==> config.mk <==
export PLATFORM = sky130hd
export DESIGN_NAME = bca_accum
export DESIGN_NICKNAME = d
export VERILOG_FILES = /design/src/hdl/bca_pkg.sv /design/src/hdl/bca_accum.sv /design/src/hdl/bca_tick.sv
export SDC_FILE = /design/constraint.sdc
export NUM_CORES = 1
export LEC_CHECK = 0
export BUFFER_PORTS_ARGS = -buffer_cell sky130_fd_sc_hd__buf_2
export CORE_MARGIN = 5
export CORE_UTILIZATION = 53
export CTS_CLUSTER_DIAMETER = 200
export CTS_CLUSTER_SIZE = 24
export DETAILED_ROUTE_END_ITERATION = 10
export PLACE_DENSITY = 0.72
export SLEW_MARGIN = 20
export SYNTH_ARGS = -nofsm -noshare
export SYNTH_HDL_FRONTEND = slang
export SYNTH_SLANG_ARGS = --single-unit
==> constraint.sdc <==
create_clock -name clock -period 9.2 [get_ports clock]
set_input_delay 0.92 -clock clock [delete_from_list [all_inputs] [get_ports clock]]
set_output_delay 0.92 -clock clock [all_outputs]
set_load 0.01 [all_outputs]
==> src/hdl/bca_pkg.sv <==
// constants and types shared by the battery current accumulators
// Function
// - update accumulators once per measurement, every 27.46 ms
// - net follows signed value; charge total positive only, discharge negative
// - net counter is a scaled 8-bit volatile binary counter
// - net counter changes only while converter enable is 1; host net writes land whatever the enable
// - readings not above the threshold are dropped by all counters
// - threshold in top two bits, rest read 0; none, 2, 4, 8 LSB
// - threshold byte resets to 00h at power-on
// - charge total is a 16-bit read/write counter, advances on positive current
// - discharge total is a separate 16-bit counter of negative magnitude
// - three enable bits select off, net only, all, all with shadow
// - page 07h is free storage unless totals are enabled
// - totals copy to nonvolatile memory only when shadow bit is 1
// - totals keep their values when the net counter reaches zero
// - raw reading is summed with the signed offset before use
// - corrected value is two's complement, sign set means discharge
package bca_pkg;
    // -------------------------------------------------------------
    // widths and timing
    // -------------------------------------------------------------
    localparam int CUR_W = 10;
    localparam int COR_W = 11;
    localparam int NET_W = 8;
    localparam int TOT_W = 16;
    localparam real CLK_MHZ = 25.0;
    localparam real MEAS_PERIOD_MS = 27.46;
    localparam int MEAS_CYCLES = int'(MEAS_PERIOD_MS * CLK_MHZ * 1000.0);
    // -------------------------------------------------------------
    // scaling: reading-samples per visible lsb
    // -------------------------------------------------------------
    localparam int RES_W = 25;
    localparam logic [RES_W-1:0] NET_SCALE = 25'h0040036;
    localparam logic [RES_W-1:0] TOT_SCALE = 25'h08006C0;
    // -------------------------------------------------------------
    // threshold byte layout, counter limits and reset values
    // -------------------------------------------------------------
    localparam int LIM_LO_BIT = 6;
    localparam int LIM_HI_BIT = 7;
    localparam logic [7:0] LIMIT_RESET = 8'h00;
    localparam logic [7:0] LIMIT_MASK = 8'hC0;
    localparam logic [3:0] LIM_NONE = 4'h0;
    localparam logic [3:0] LIM_TWO = 4'h2;
    localparam logic [3:0] LIM_FOUR = 4'h4;
    localparam logic [3:0] LIM_EIGHT = 4'h8;
    localparam logic [NET_W-1:0] NET_RESET = 8'h00;
    localparam logic [NET_W-1:0] NET_MAX = 8'hFF;
    localparam logic [TOT_W-1:0] TOT_RESET = 16'h0000;
    localparam logic [RES_W-1:0] RES_RESET = 25'h0000000;

    typedef struct packed {
        logic converter_on;
        logic totals_on;
        logic shadow_on;
    } bca_ctrl_type;

    typedef struct packed {
        logic [7:0] lo;
        logic [7:0] hi;
    } bca_total_bytes_type;
endpackage

==> src/hdl/bca_accum.sv <==
// current accumulators: net counter and lifetime charge/discharge totals
`timescale 1ns/1ps
module bca_accum #(
    parameter int MEAS_PERIOD = bca_pkg::MEAS_CYCLES
) (
    input wire logic clock,
    input wire logic sys_rst,
    input wire bca_pkg::bca_ctrl_type ctrl,
    input wire logic [bca_pkg::CUR_W-1:0] raw_current,
    input wire logic [bca_pkg::CUR_W-1:0] current_offset,
    input wire logic limit_wr,
    input wire logic [7:0] limit_wdata,
    input wire logic net_wr,
    input wire logic [7:0] net_wdata,
    input wire logic charge_wr,
    input wire bca_pkg::bca_total_bytes_type charge_wdata,
    input wire logic discharge_wr,
    input wire bca_pkg::bca_total_bytes_type discharge_wdata,
    output logic [7:0] small_signal_limit,
    output logic [bca_pkg::NET_W-1:0] net_charge_counter,
    output bca_pkg::bca_total_bytes_type lifetime_charge_total,
    output bca_pkg::bca_total_bytes_type lifetime_discharge_total,
    output logic signed [bca_pkg::COR_W-1:0] corrected_current,
    output logic totals_page_busy,
    output logic nvm_copy_req
);
    localparam int RW = bca_pkg::RES_W;
    localparam int COR_W = bca_pkg::COR_W;

    // -------------------------------------------------------------
    // helpers
    // -------------------------------------------------------------
    // threshold code to magnitude in lsb
    function automatic logic [3:0] limit_value(input logic [7:0] b);
        logic [1:0] code;
        code = {b[bca_pkg::LIM_HI_BIT], b[bca_pkg::LIM_LO_BIT]};
        case (code)
            2'h0: limit_value = bca_pkg::LIM_NONE;
            2'h1: limit_value = bca_pkg::LIM_TWO;
            2'h2: limit_value = bca_pkg::LIM_FOUR;
            default: limit_value = bca_pkg::LIM_EIGHT;
        endcase
    endfunction

    // add magnitude to a residue; returns carry in bit RW
    function automatic logic [RW:0] res_add(input logic [RW-1:0] r,
                                            input logic [RW-1:0] m,
                                            input logic [RW-1:0] s);
        logic [RW-1:0] sum;
        sum = r + m;
        if (sum >= s) begin
            res_add = {1'b1, sum - s};
        end else begin
            res_add = {1'b0, sum};
        end
    endfunction

    // -------------------------------------------------------------
    // state
    // -------------------------------------------------------------
    logic tick;
    logic [7:0] limit_reg, limit_next;
    logic [bca_pkg::NET_W-1:0] net_reg, net_next;
    logic [bca_pkg::TOT_W-1:0] chg_reg, chg_next, dis_reg, dis_next;
    logic [RW-1:0] net_res_reg, net_res_next;
    logic [RW-1:0] chg_res_reg, chg_res_next, dis_res_reg, dis_res_next;
    logic signed [bca_pkg::COR_W-1:0] cor_reg, cor_next;
    logic copy_next, busy_next;
    logic signed [bca_pkg::COR_W-1:0] cor;
    logic [bca_pkg::COR_W-1:0] mag;
    logic [RW-1:0] mag_w;
    logic accept, totals_run;
    logic [RW:0] r_net, r_chg, r_dis;
    logic [RW-1:0] res_dn;

    bca_tick #(
        .PERIOD(MEAS_PERIOD)
    ) u_tick (
        .clock(clock),
        .sys_rst(sys_rst),
        .run(ctrl.converter_on),
        .tick(tick)
    );

    // -------------------------------------------------------------
    // measurement conditioning
    // -------------------------------------------------------------
    // offset correction, sign gives direction, magnitude for filtering
    always_comb begin
        cor = COR_W'(signed'(raw_current)) + COR_W'(signed'(current_offset));
        mag = cor[COR_W-1] ? COR_W'(-cor) : COR_W'(cor);
        mag_w = RW'(mag);
        accept = tick && (mag > COR_W'(limit_value(limit_reg)));
        totals_run = ctrl.converter_on && ctrl.totals_on;
        r_net = res_add(net_res_reg, mag_w, bca_pkg::NET_SCALE);
        r_chg = res_add(chg_res_reg, mag_w, bca_pkg::TOT_SCALE);
        r_dis = res_add(dis_res_reg, mag_w, bca_pkg::TOT_SCALE);
        // borrow path for net residue on discharge
        res_dn = (net_res_reg >= mag_w) ? net_res_reg - mag_w
                 : net_res_reg + bca_pkg::NET_SCALE - mag_w;
    end

    // -------------------------------------------------------------
    // accumulator next-state
    // -------------------------------------------------------------
    // host writes win over accumulation in the same cycle
    always_comb begin
        limit_next = limit_reg;
        net_next = net_reg;
        chg_next = chg_reg;
        dis_next = dis_reg;
        net_res_next = net_res_reg;
        chg_res_next = chg_res_reg;
        dis_res_next = dis_res_reg;
        cor_next = tick ? cor : cor_reg;
        copy_next = 1'b0;
        busy_next = totals_run;
        // net counter only accumulates with the converter on
        if (accept && ctrl.converter_on) begin
            if (!cor[COR_W-1]) begin
                net_res_next = r_net[RW-1:0];
                if (r_net[RW] && net_reg != bca_pkg::NET_MAX) begin
                    net_next = net_reg + 8'h01;
                end
            end else begin
                net_res_next = res_dn;
                if (net_res_reg < mag_w && net_reg != bca_pkg::NET_RESET) begin
                    net_next = net_reg - 8'h01;
                end
            end
        end
        // totals wrap like plain counters and never clear on empty pack
        if (accept && totals_run) begin
            if (!cor[COR_W-1]) begin
                chg_res_next = r_chg[RW-1:0];
                if (r_chg[RW]) begin
                    chg_next = chg_reg + 16'h0001;
                    copy_next = ctrl.shadow_on;
                end
            end else begin
                dis_res_next = r_dis[RW-1:0];
                if (r_dis[RW]) begin
                    dis_next = dis_reg + 16'h0001;
                    copy_next = ctrl.shadow_on;
                end
            end
        end
        if (limit_wr) begin
            limit_next = limit_wdata & bca_pkg::LIMIT_MASK;
        end
        if (net_wr) begin
            net_next = net_wdata;
        end
        // page 07h bytes act as storage when totals are off
        if (charge_wr) begin
            chg_next = {charge_wdata.hi, charge_wdata.lo};
        end
        if (discharge_wr) begin
            dis_next = {discharge_wdata.hi, discharge_wdata.lo};
        end
    end

    // registers; totals restart at zero, restore is the host's job
    always_ff @(posedge clock or posedge sys_rst) begin
        if (sys_rst) begin
            limit_reg <= bca_pkg::LIMIT_RESET;
            net_reg <= bca_pkg::NET_RESET;
            chg_reg <= bca_pkg::TOT_RESET;
            dis_reg <= bca_pkg::TOT_RESET;
            net_res_reg <= bca_pkg::RES_RESET;
            chg_res_reg <= bca_pkg::RES_RESET;
            dis_res_reg <= bca_pkg::RES_RESET;
            cor_reg <= '0;
            nvm_copy_req <= 1'b0;
            totals_page_busy <= 1'b0;
        end else begin
            limit_reg <= limit_next;
            net_reg <= net_next;
            chg_reg <= chg_next;
            dis_reg <= dis_next;
            net_res_reg <= net_res_next;
            chg_res_reg <= chg_res_next;
            dis_res_reg <= dis_res_next;
            cor_reg <= cor_next;
            nvm_copy_req <= copy_next;
            totals_page_busy <= busy_next;
        end
    end

    // outputs straight from registers
    assign small_signal_limit = limit_reg;
    assign net_charge_counter = net_reg;
    assign lifetime_charge_total = {chg_reg[7:0], chg_reg[15:8]};
    assign lifetime_discharge_total = {dis_reg[7:0], dis_reg[15:8]};
    assign corrected_current = cor_reg;
endmodule

==> src/hdl/bca_tick.sv <==
// measurement period divider producing a one-cycle enable
`timescale 1ns/1ps
module bca_tick #(
    parameter int PERIOD = bca_pkg::MEAS_CYCLES
) (
    input wire logic clock,
    input wire logic sys_rst,
    input wire logic run,
    output logic tick
);
    logic [31:0] count_reg;
    logic [31:0] count_next;
    logic tick_next;

    // free count while converter runs, restart when stopped
    always_comb begin
        count_next = count_reg;
        tick_next = 1'b0;
        if (!run) begin
            count_next = '0;
        end else if (count_reg == 32'(PERIOD - 1)) begin
            count_next = '0;
            tick_next = 1'b1;
        end else begin
            count_next = count_reg + 32'h00000001;
        end
    end

    always_ff @(posedge clock or posedge sys_rst) begin
        if (sys_rst) begin
            count_reg <= '0;
            tick <= 1'b0;
        end else begin
            count_reg <= count_next;
            tick <= tick_next;
        end
    end
endmodule

==> flow_metrics.env, run 1 <==
export IMPL_cp_required_ns=9.53
export IMPL_slowest_delay_ns=0.55
export IMPL_top_layer="met5"
export IMPL_numCtsBuffers=17
export IMPL_hold_viol=0
export IMPL_fin_worst_skew_ns=0.0173
export IMPL_synth_area_leader_cell="dfrtp_1"
export IMPL_crit_chain="buf_2 -> ha_1 -> fa_1 -> a211oi_2 -> o21ai_1 -> a31oi_1 -> o21ai_2 -> buf_4 -> inv_2 -> buf_4 -> nand2_1 -> xnor2_1 -> ha_1 -> a2111o_1 -> a31oi_4 -> a32oi_4 -> nor4b_4 -> mux2_1 -> o22ai_2 -> nor3_4 -> or4_1 -> or3_1 -> xnor2_1 -> a221o_1"
export IMPL_outcome="finished clean"
export IMPL_p_sw_frac=0.425
export IMPL_layout_cells_non_filler=2362
export IMPL_clk_pin_slew_worst_paths_ns=0.08
export IMPL_place_inst=2330
export IMPL_syn_inst=1880
export IMPL_synth_mux_area_frac=0.0324
export IMPL_largest_reg_flops=32
export IMPL_met3_length_um=2260
export IMPL_synthToLayoutAreaGrowth_pct=9.76
export IMPL_htreeDepth=4
export IMPL_dp_hpwl_um=30000
export IMPL_wl_met1_um=18000
export IMPL_synth_xor_xnor_area_share=0.124
export IMPL_mostFrequentLayoutCells="nand2_1, nor2_1, dfrtp_1"
export IMPL_insertion_delay_ns=0.45
export IMPL_postSynthAreaPerCell_sq_um=8.22
export IMPL_initial_core_util=0.537
export IMPL_synth_fa_ha_area_frac=0.114
export IMPL_fin_crit_sh=0.842
export IMPL_p_clk_frac=0.244
export IMPL_cts_hold_buf=0
export IMPL_grt_pass1_wl_um=67400
export IMPL_maxCapViolCount=0
export IMPL_finish_net_count=2176
export IMPL_synth_top_area_frac=0.264
export IMPL_slew_viol_final=0
export IMPL_num_antenna_cells=0
export IMPL_worst_slew_pin_slew_ns=1.06
export IMPL_drive_above_1_share=0.123
export IMPL_dr_pass1_iters=6
export IMPL_critPathKind="input port to register"
export IMPL_ios=138
export IMPL_yosysSeqAreaShare=0.264
export IMPL_holdCritPathClass="register to register"
export IMPL_power_switching_mw=1.28
export IMPL_cts_resized=0
export IMPL_ys_flop_type="dfrtp_1"
export IMPL_whs_ns=0.488
export IMPL_placed_area_sq_mm=0.0164
export IMPL_cp_num_buf_inv=4
export IMPL_ir_worst_vdd_mv=0.158
export IMPL_rsz0062_at_grt="false"
export IMPL_internal_power_mw=1.74
export IMPL_design_area_sq_mm=0.0170
export IMPL_finalCriticalPeriod_ns=7.75
export IMPL_final_common_cell="nand2_1"
export IMPL_dieArea_sq_mm=0.0327
export IMPL_power_density_mw_per_mm2=178
export IMPL_synth_compound_gate_area_share=0.201
export IMPL_wl_per_cell_um=17.1
export IMPL_yosys_warnings=0
export IMPL_die_h_um=181
export IMPL_synth_area_top_cells="dfrtp_1, ha_1, xnor2_1"
export IMPL_coreArea_sq_mm=0.0288
export IMPL_gr_total_overflow=0
export IMPL_netlist_area_sq_mm=0.0155
export IMPL_first_iter_violations=1059
export IMPL_cp_slowest_cell="or4_1"
export IMPL_synth_edf_count=0
export IMPL_clock_sinks=163
export IMPL_fmax_ghz=0.129
export IMPL_vias_per_cell=6.00
export IMPL_gp_congestion=0.932
export IMPL_wl_um=40300
export IMPL_remaining_drc_errors=0
export IMPL_antenna_left=0
export IMPL_max_slew_margin=0.294
export IMPL_critPathMaxFanout=28
export IMPL_grt_antenna_before_repair=1
export IMPL_rows=62
export IMPL_grt_pass1_vias=13720
export IMPL_r2r_slack_ns=4.28
export IMPL_grtUsageTotal=0.242
export IMPL_synth_top_family_by_area="simple AND/OR/NAND/NOR gates"
export IMPL_power_leakage_nw=7.47
export IMPL_cp_arrival_ns=8.08
export IMPL_ys_seq_elements=163
export IMPL_setup_viol=0
export IMPL_sequentialPowerShare=0.266
export IMPL_cts_buffer_depth=2
export IMPL_critPathTopFamily="compound AO/OA/AOI/OAI gates"
export IMPL_die_w_um=181
export IMPL_critPathLaunchType="input port"
export IMPL_setup_worst_path_end_class="register"
export IMPL_vias=14180
export IMPL_post_cts_setup_buffers=0
export IMPL_yosys_area_share_simple=0.221
export IMPL_p_comb_frac=0.490
export IMPL_async_flop_share=1.00
export IMPL_route_met2_wl_um=18900
export IMPL_numPortBuffers=125
export IMPL_ys_types=105
export IMPL_cts_tree="built"
export IMPL_grt_max_degree=101
export IMPL_tns_ns=0
export IMPL_root_buffer="clkbuf_16"
## power groups by stage
stage / clock network, mW / registers (mW) / logic (mW)
floorplan: 0 / 0.816 / 1.11
global placement: 0 / 0.815 / 1.41
detailed placement: 0 / 0.817 / 1.44
CTS: 0.748 / 0.804 / 1.46
global route: 0.780 / 0.811 / 1.63
finish: 0.739 / 0.805 / 1.48
## area by class of cell
type	instances	area (sq um)
clock buffers	17	425
inverters	94	358
fillers	2596	11800
well taps	384	480
flip-flops and latches	163	4080
repair buffers	135	701
clock inverters	15	174
multi-input cells	1554	10800
## stage by stage
stage | power [mW] | utilization | worst slack (ns)
global route | 3.23 | 0.590 | 1.07
detailed placement | 2.26 | 0.569 | 1.05
global placement | 2.23 | 0.569 | 1.11
finish | 3.03 | 0.590 | 1.45
CTS | 3.01 | 0.590 | 1.48
floorplan | 1.92 | - | 1.80
## logic make-up (layout without fill, tap and decap cells)
| logic type | Yosys count | count (layout) |
|---|---|---|
| AND/OR/NAND/NOR | 686 | 686 |
| AO/OA/AOI/OAI | 464 | 464 |
| XOR/XNOR | 217 | 217 |
| other | 1 | 6 |
| multiplexers | 47 | 47 |
| flip-flops | 163 | 163 |
| adder cells (fa/ha/maj) | 134 | 134 |
| buffers and inverters | 168 | 261 |
## worst register-to-register path: cells and delay by family (launching register included)
family | cells | cell delay (ns)
AOI/OAI and AO/OA | 5 | 1.53
xor gates and xnor gates | 1 | 0.14
adders and majority gates | 1 | 0.41
buffers and inverters | 1 | 0.07
DFF | 1 | 0.43
muxes | 1 | 0.39
and+or+nand+nor | 5 | 1.86
## metal layers
metal | up-vias | GRT usage
li1 | 6889 | -
met1 | 6764 | 0.326
met2 | 446 | 0.402
met3 | 79 | 0.0372
met4 | 2 | 0.0780
met5 | - | 0
## cells in the mapped netlist (all sizes together), types with 28 or more instances
library cell  number
nand2            183
nor2             170
dfrtp            163
o21ai            142
xnor2            138
ha               122
a21oi            104
inv               93
xor2              79
nand3             63
nor3              53
clkbuf            49
and3              36
nand4             35
a211oi            28
## final timing paths
path	cells after the start	endpoint	start
min in group asynchronous	2	dis_reg[14]$_DFFE_PP0P_	sys_rst
max	24	net_res_reg[10]$_DFFE_PP0P_	raw_current[0]
min	2	dis_res_reg[0]$_DFFE_PP0P_	dis_res_reg[0]$_DFFE_PP0P_
max in group asynchronous	3	chg_reg[12]$_DFFE_PP0P_	sys_rst
min reg2reg	2	dis_res_reg[0]$_DFFE_PP0P_	dis_res_reg[0]$_DFFE_PP0P_
max reg2reg	14	net_res_reg[10]$_DFFE_PP0P_	net_res_reg[2]$_DFFE_PP0P_
Power figures use the tool's default switching activity.
==> inputs of run 2 (changes only) <==
==> constraint.sdc (replaced) <==
create_clock -name clock -period 7.25 [get_ports clock]
set_input_delay 0.725 -clock clock [delete_from_list [all_inputs] [get_ports clock]]
set_output_delay 0.725 -clock clock [all_outputs]
set_load 0.01 [all_outputs]
==> run 2 against run 1 <==
Final cell count is 1.7% higher. Via count increased by 0.95%. Sequential cell count unchanged. Register-to-register slack got worse by 1.8 ns. Critical path depth increased by 2. Global-route usage is 0.50 points higher. Die area unchanged. Sequential power increased by 27%. Critical path type unchanged. Critical endpoint is now net_res_reg[24]$_DFFE_PP0P_. Largest power group unchanged.
==> flow_metrics.env, run 2 (synthesized netlist as in run 1, its figures left out) <==
export IMPL_dr_pass1_iters=5
export IMPL_cp_required_ns=7.55
export IMPL_finish_utilization=0.601
export IMPL_setup_viol=0
export IMPL_slew_viol_final=0
export IMPL_fin_worst_skew_ns=0.0138
export IMPL_worst_slew_pin_slew_ns=0.887
export IMPL_insertion_delay_ns=0.44
export IMPL_coreArea_sq_mm=0.0288
export IMPL_grtUsageTotal=0.247
export IMPL_holdCritPathClass="input port to async pin"
export IMPL_ios=138
export IMPL_critPathKind="input port to register"
export IMPL_design_area_sq_mm=0.0173
export IMPL_critPathMaxFanout=5
export IMPL_num_antenna_cells=0
export IMPL_wl_um=41300
export IMPL_numCtsBuffers=17
export IMPL_rows=62
export IMPL_multi_input_area_sq_mm=0.0108
export IMPL_cts_hold_buf=0
export IMPL_numPortBuffers=125
export IMPL_mostFrequentLayoutCells="nand2_1, nor2_1, dfrtp_1"
export IMPL_vias_per_cell=5.96
export IMPL_cts_buffer_depth=2
export IMPL_maxCapViolCount=0
export IMPL_place_inst=2371
export IMPL_grt_antenna_before_repair=1
export IMPL_tns_ns=0
export IMPL_gr_total_overflow=0
export IMPL_first_iter_violations=1174
export IMPL_die_h_um=181
export IMPL_p_total_mw=3.95
export IMPL_grt_max_degree=76
export IMPL_htreeDepth=4
export IMPL_die_w_um=181
export IMPL_root_buffer="clkbuf_16"
export IMPL_outcome="finished clean"
export IMPL_critPathLaunchType="input port"
export IMPL_r2r_end="chg_res_reg[22]$_DFFE_PP0P_"
export IMPL_final_common_cell="nand2_1"
export IMPL_initial_core_util=0.537
export IMPL_layout_cells_non_filler=2403
export IMPL_ir_worst_vdd_mv=0.281
export IMPL_setup_worst_path_end_class="register"
export IMPL_max_slew_margin=0.406
export IMPL_finish_net_count=2217
export IMPL_cts_resized=0
export IMPL_n_fill_cell=2554
export IMPL_cp_arrival_ns=6.99
export IMPL_rsz0062_at_grt="false"
export IMPL_drive_above_1_share=0.140
export IMPL_power_density_mw_per_mm2=228
export IMPL_gp_congestion=0.953
export IMPL_grt_pass1_wl_um=68600
export IMPL_largest_reg_flops=32
export IMPL_fin_crit_sh=0.922
export IMPL_cts_tree="built"
export IMPL_dieArea_sq_mm=0.0327
export IMPL_clock_sinks=163
export IMPL_dp_hpwl_um=31200
export IMPL_register_area_sq_mm=0.00408
export IMPL_remaining_drc_errors=0
export IMPL_placed_area_sq_mm=0.0167
export IMPL_post_cts_setup_buffers=0
export IMPL_antenna_left=0
export IMPL_synthToLayoutAreaGrowth_pct=12.0
export IMPL_vias=14315
export IMPL_r2r_cells=16
export IMPL_power_leakage_nw=7.68
export IMPL_grt_pass1_vias=14081
export IMPL_hold_viol=0
export IMPL_r2r_slack_ns=2.51
export IMPL_wl_per_cell_um=17.2
export IMPL_finalCriticalPeriod_ns=6.69
export IMPL_reg2reg_from="chg_res_reg[0]$_DFFE_PP0P_"
export IMPL_fmax_ghz=0.150
export IMPL_clk_pin_slew_worst_paths_ns=0.07
[run 2: changes by cell type in the layout (fill, tap and decap cells not counted)]
cell       change
clkbuf_8       +1
buf_4         +41
bufinv_16      +2
clkinv_4       -2
clkinv_8       -1
clkinv_2       -1
inv_8          -1
o21ai_4        +1
inv_6          -1
clkbuf_1       +3
o21ai_2        -1
[run 2: cell type report]
cell class / instances / share of cell area
Tap cell: 384 / 0.0278
Clock buffer: 21 / 0.0260
Inverter: 94 / 0.0207
Sequential cell: 163 / 0.236
Clock inverter: 11 / 0.0101
Multi-Input combinational cell: 1554 / 0.622
Timing Repair Buffer: 176 / 0.0583
[run 2: worst max path at each step]
stage,to,cells past startpoint,slack [ns],start
2_1_floorplan,net_res_reg[10]$_DFFE_PP0P_,24,0.05,raw_current[0]
3_3_place_gp,net_res_reg[10]$_DFFE_PP0P_,25,0.24,raw_current[0]
3_5_place_dp,net_res_reg[10]$_DFFE_PP0P_,25,0.19,raw_current[0]
4_1_cts,net_res_reg[10]$_DFFE_PP0P_,25,0.61,raw_current[0]
5_1_grt,chg_res_reg[22]$_DFFE_PP0P_,26,0.08,raw_current[0]
6_report,net_res_reg[24]$_DFFE_PP0P_,26,0.56,raw_current[0]
[run 2: through the flow]
step	setup WS (ns)	hold slack (ns)
CTS	0.613	0.421
global route	0.0795	0.474
finish	0.563	0.405
detailed placement	0.187	0.480
floorplan	0.0497	0.452
global placement	0.242	0.468
[run 2: critical path, cell delays in order]
cell	delay, ns
buf_2	0.10
ha_1	0.24
fa_1	0.46
a211oi_2	0.29
o21ai_1	0.11
a31oi_1	0.31
xnor2_1	0.21
nand3b_1	0.17
nor2_1	0.06
nor2_1	0.12
xor2_1	0.59
inv_1	0.18
ha_1	0.25
inv_1	0.08
fa_1	0.49
nor4b_1	0.47
a31oi_1	0.31
o211a_1	0.34
o21ai_0	0.41
o41ai_1	0.14
buf_4	0.16
o31ai_1	0.25
xor2_1	0.17
nand2_1	0.06
o311ai_0	0.13
o211ai_1	0.14
[run 2: where the power goes]
| part | switching [mW] | internal [mW] |
|---|---|---|
| registers | 0.0611 | 0.960 |
| logic | 1.16 | 0.770 |
| clock network | 0.404 | 0.591 |
| total | 1.63 | 2.32 |
[run 2: layer usage]
metal	track usage	up-vias	routed length [um]	part of all wire
li1	-	6973	-	-
met1	0.335	6778	18300	0.44
met2	0.409	480	19500	0.47
met3	0.0350	82	2400	0.058
met4	0.0817	2	1190	0.029
met5	0	-	13	0.00031
==> inputs of run 3 (changes only) <==
==> constraint.sdc (replaced) <==
create_clock -name clock -period 8.65 [get_ports clock]
set_input_delay 0.865 -clock clock [delete_from_list [all_inputs] [get_ports clock]]
set_output_delay 0.865 -clock clock [all_outputs]
set_load 0.01 [all_outputs]
==> run 3 against run 2 <==
Count of clock-buffer cells in the layout decreased by 2. Sequential power fell by 16%. Register-to-register slack better by 1.2 ns. Largest power group unchanged.
==> flow_metrics.env, run 3 (synthesized netlist as in run 1, its figures left out) <==
export IMPL_slew_viol_final=0
export IMPL_largest_reg_flops=32
export IMPL_mostFrequentLayoutCells="nand2_1, nor2_1, dfrtp_1"
export IMPL_synthToLayoutAreaGrowth_pct=9.97
export IMPL_outcome="finished clean"
export IMPL_finalCriticalPeriod_ns=7.61
export IMPL_numPortBuffers=125
export IMPL_ir_worst_vdd_mv=0.170
export IMPL_critPathMaxFanout=19
export IMPL_register_area_sq_mm=0.00408
export IMPL_root_buffer="clkbuf_16"
export IMPL_rsz0062_at_grt="false"
export IMPL_gr_total_overflow=0
export IMPL_antenna_left=0
export IMPL_fin_crit_sh=0.879
export IMPL_worst_slew_pin_slew_ns=1.04
export IMPL_tns_ns=0
export IMPL_p_clk_frac=0.245
export IMPL_setup_worst_path_end_class="register"
export IMPL_critPathKind="input port to register"
export IMPL_coreArea_sq_mm=0.0288
export IMPL_rows=62
export IMPL_vias=14210
export IMPL_fmax_ghz=0.131
export IMPL_cts_hold_buf=0
export IMPL_cts_buffer_depth=2
export IMPL_power_density_mw_per_mm2=190
export IMPL_die_h_um=181
export IMPL_grt_pass1_wl_um=67200
export IMPL_cts_tree="built"
export IMPL_p_comb_frac=0.489
export IMPL_setup_viol=0
export IMPL_gp_congestion=0.884
export IMPL_critPathLaunchType="input port"
export IMPL_ios=138
export IMPL_cp_arrival_ns=7.93
export IMPL_maxCapViolCount=0
export IMPL_internal_power_mw=1.86
export IMPL_n_fill_cell=2567
export IMPL_numCtsBuffers=17
export IMPL_drive_above_1_share=0.125
export IMPL_clk_pin_slew_worst_paths_ns=0.07
export IMPL_cts_resized=0
export IMPL_p_sw_frac=0.422
export IMPL_wl_per_cell_um=17.4
export IMPL_fin_worst_skew_ns=0.00889
export IMPL_dieArea_sq_mm=0.0327
export IMPL_holdCritPathClass="register to register"
export IMPL_power_switching_mw=1.36
export IMPL_grt_max_degree=69
export IMPL_first_iter_violations=1065
export IMPL_initial_core_util=0.537
export IMPL_htreeDepth=4
export IMPL_max_slew_margin=0.302
export IMPL_wl_um=41100
export IMPL_finish_net_count=2181
export IMPL_clock_sinks=163
export IMPL_grt_pass1_vias=13729
export IMPL_final_common_cell="nand2_1"
export IMPL_die_w_um=181
export IMPL_sequentialPowerShare=0.266
export IMPL_post_cts_setup_buffers=0
export IMPL_dp_hpwl_um=30500
export IMPL_cp_required_ns=8.97
export IMPL_grt_antenna_before_repair=2
export IMPL_hold_viol=0
export IMPL_dr_pass1_iters=5
export IMPL_fin_ws_ns=1.04
export IMPL_multi_input_area_sq_mm=0.0108
export IMPL_place_ws_ns=0.645
export IMPL_insertion_delay_ns=0.44
export IMPL_power_leakage_nw=7.48
export IMPL_vias_per_cell=6.00
export IMPL_remaining_drc_errors=0
export IMPL_grtUsageTotal=0.244
-- run 3: cell types whose count changed in the layout (fill, tap and decap cells not counted) --
cell / previous run / this run
inv_6: 3 / 4
diode_2: 0 / 1
bufinv_16: 4 / 2
clkinv_4: 1 / 3
clkinvlp_4: 1 / 2
o21ai_2: 2 / 3
clkbuf_1: 3 / 1
o21ai_4: 1 / 0
buf_4: 51 / 15
-- run 3: layout make-up --
| cell class | count | share of cell area |
|---|---|---|
| timing repair buffer | 140 | 0.0434 |
| tap | 384 | 0.0283 |
| multi-input combinational | 1554 | 0.632 |
| antenna | 1 | 0.000147 |
| sequential | 163 | 0.240 |
| clock inverter | 13 | 0.00876 |
| clock buffer | 19 | 0.0261 |
| inverter | 94 | 0.0210 |
-- run 3: per-layer routing --
layer  up-vias  track usage  wire [um]
li1       6890            -          -
met4         2       0.0862       1140
met1      6810        0.327      18400
met2       429        0.398      19300
met3        79       0.0430       2270
met5         -            0         11
-- run 3: path summary, 6_finish.rpt --
| path | end | depth (start not counted) | startpoint | slack, ns |
|---|---|---|---|---|
| max in group asynchronous | net_res_reg[14]$_DFFE_PP0P_ | 3 | sys_rst | 7.00 |
| min | u_tick.count_reg[0]$_DFF_PP0_ | 1 | u_tick.count_reg[0]$_DFF_PP0_ | 0.49 |
| max reg2reg | chg_reg[6]$_DFFE_PP0P_ | 16 | chg_res_reg[0]$_DFFE_PP0P_ | 3.75 |
| min reg2reg | u_tick.count_reg[0]$_DFF_PP0_ | 1 | u_tick.count_reg[0]$_DFF_PP0_ | 0.49 |
| min in group asynchronous | dis_reg[14]$_DFFE_PP0P_ | 2 | sys_rst | 0.52 |
| max | chg_reg[6]$_DFFE_PP0P_ | 25 | raw_current[0] | 1.04 |
-- run 3: worst max-delay path: stages --
cell,delay (ns)
buf_2,0.10
ha_1,0.24
fa_1,0.45
a211oi_2,0.30
o21ai_1,0.11
a31oi_1,0.30
o21ai_2,0.34
inv_2,0.35
buf_4,0.36
o21ai_0,0.18
xnor2_1,0.65
ha_1,0.41
o21ai_0,0.10
o21bai_1,0.10
xor2_1,0.24
ha_1,0.28
nand3_1,0.09
or4_1,0.54
a211oi_1,0.32
nand4bb_1,0.19
a21oi_1,0.14
nor2_1,0.63
nand4_1,0.19
xnor2_1,0.17
mux2_2,0.27
-- run 3: power by group through the flow --
stage          registers, mW  clock network, mW  logic [mW]
2_1_floorplan          0.868                  0        1.18
6_report               0.856              0.791        1.58
4_1_cts                0.855              0.800        1.56
5_1_grt                0.863              0.834        1.75
3_3_place_gp           0.867                  0        1.51
3_5_place_dp           0.868                  0        1.54
-- run 3: per-stage QoR --
step                      cells  utilization  power (mW)  area [sq um]  hold slack [ns]
after floorplan            1885            -        2.05         15500            0.452
after detailed placement   2335        0.570        2.41         16400            0.474
after global placement     2335        0.570        2.38         16400            0.466
after global routing       2368        0.591        3.44         17000            0.515
after CTS                  2367        0.591        3.21         17000            0.488
final                      2368        0.591        3.22         17000            0.486
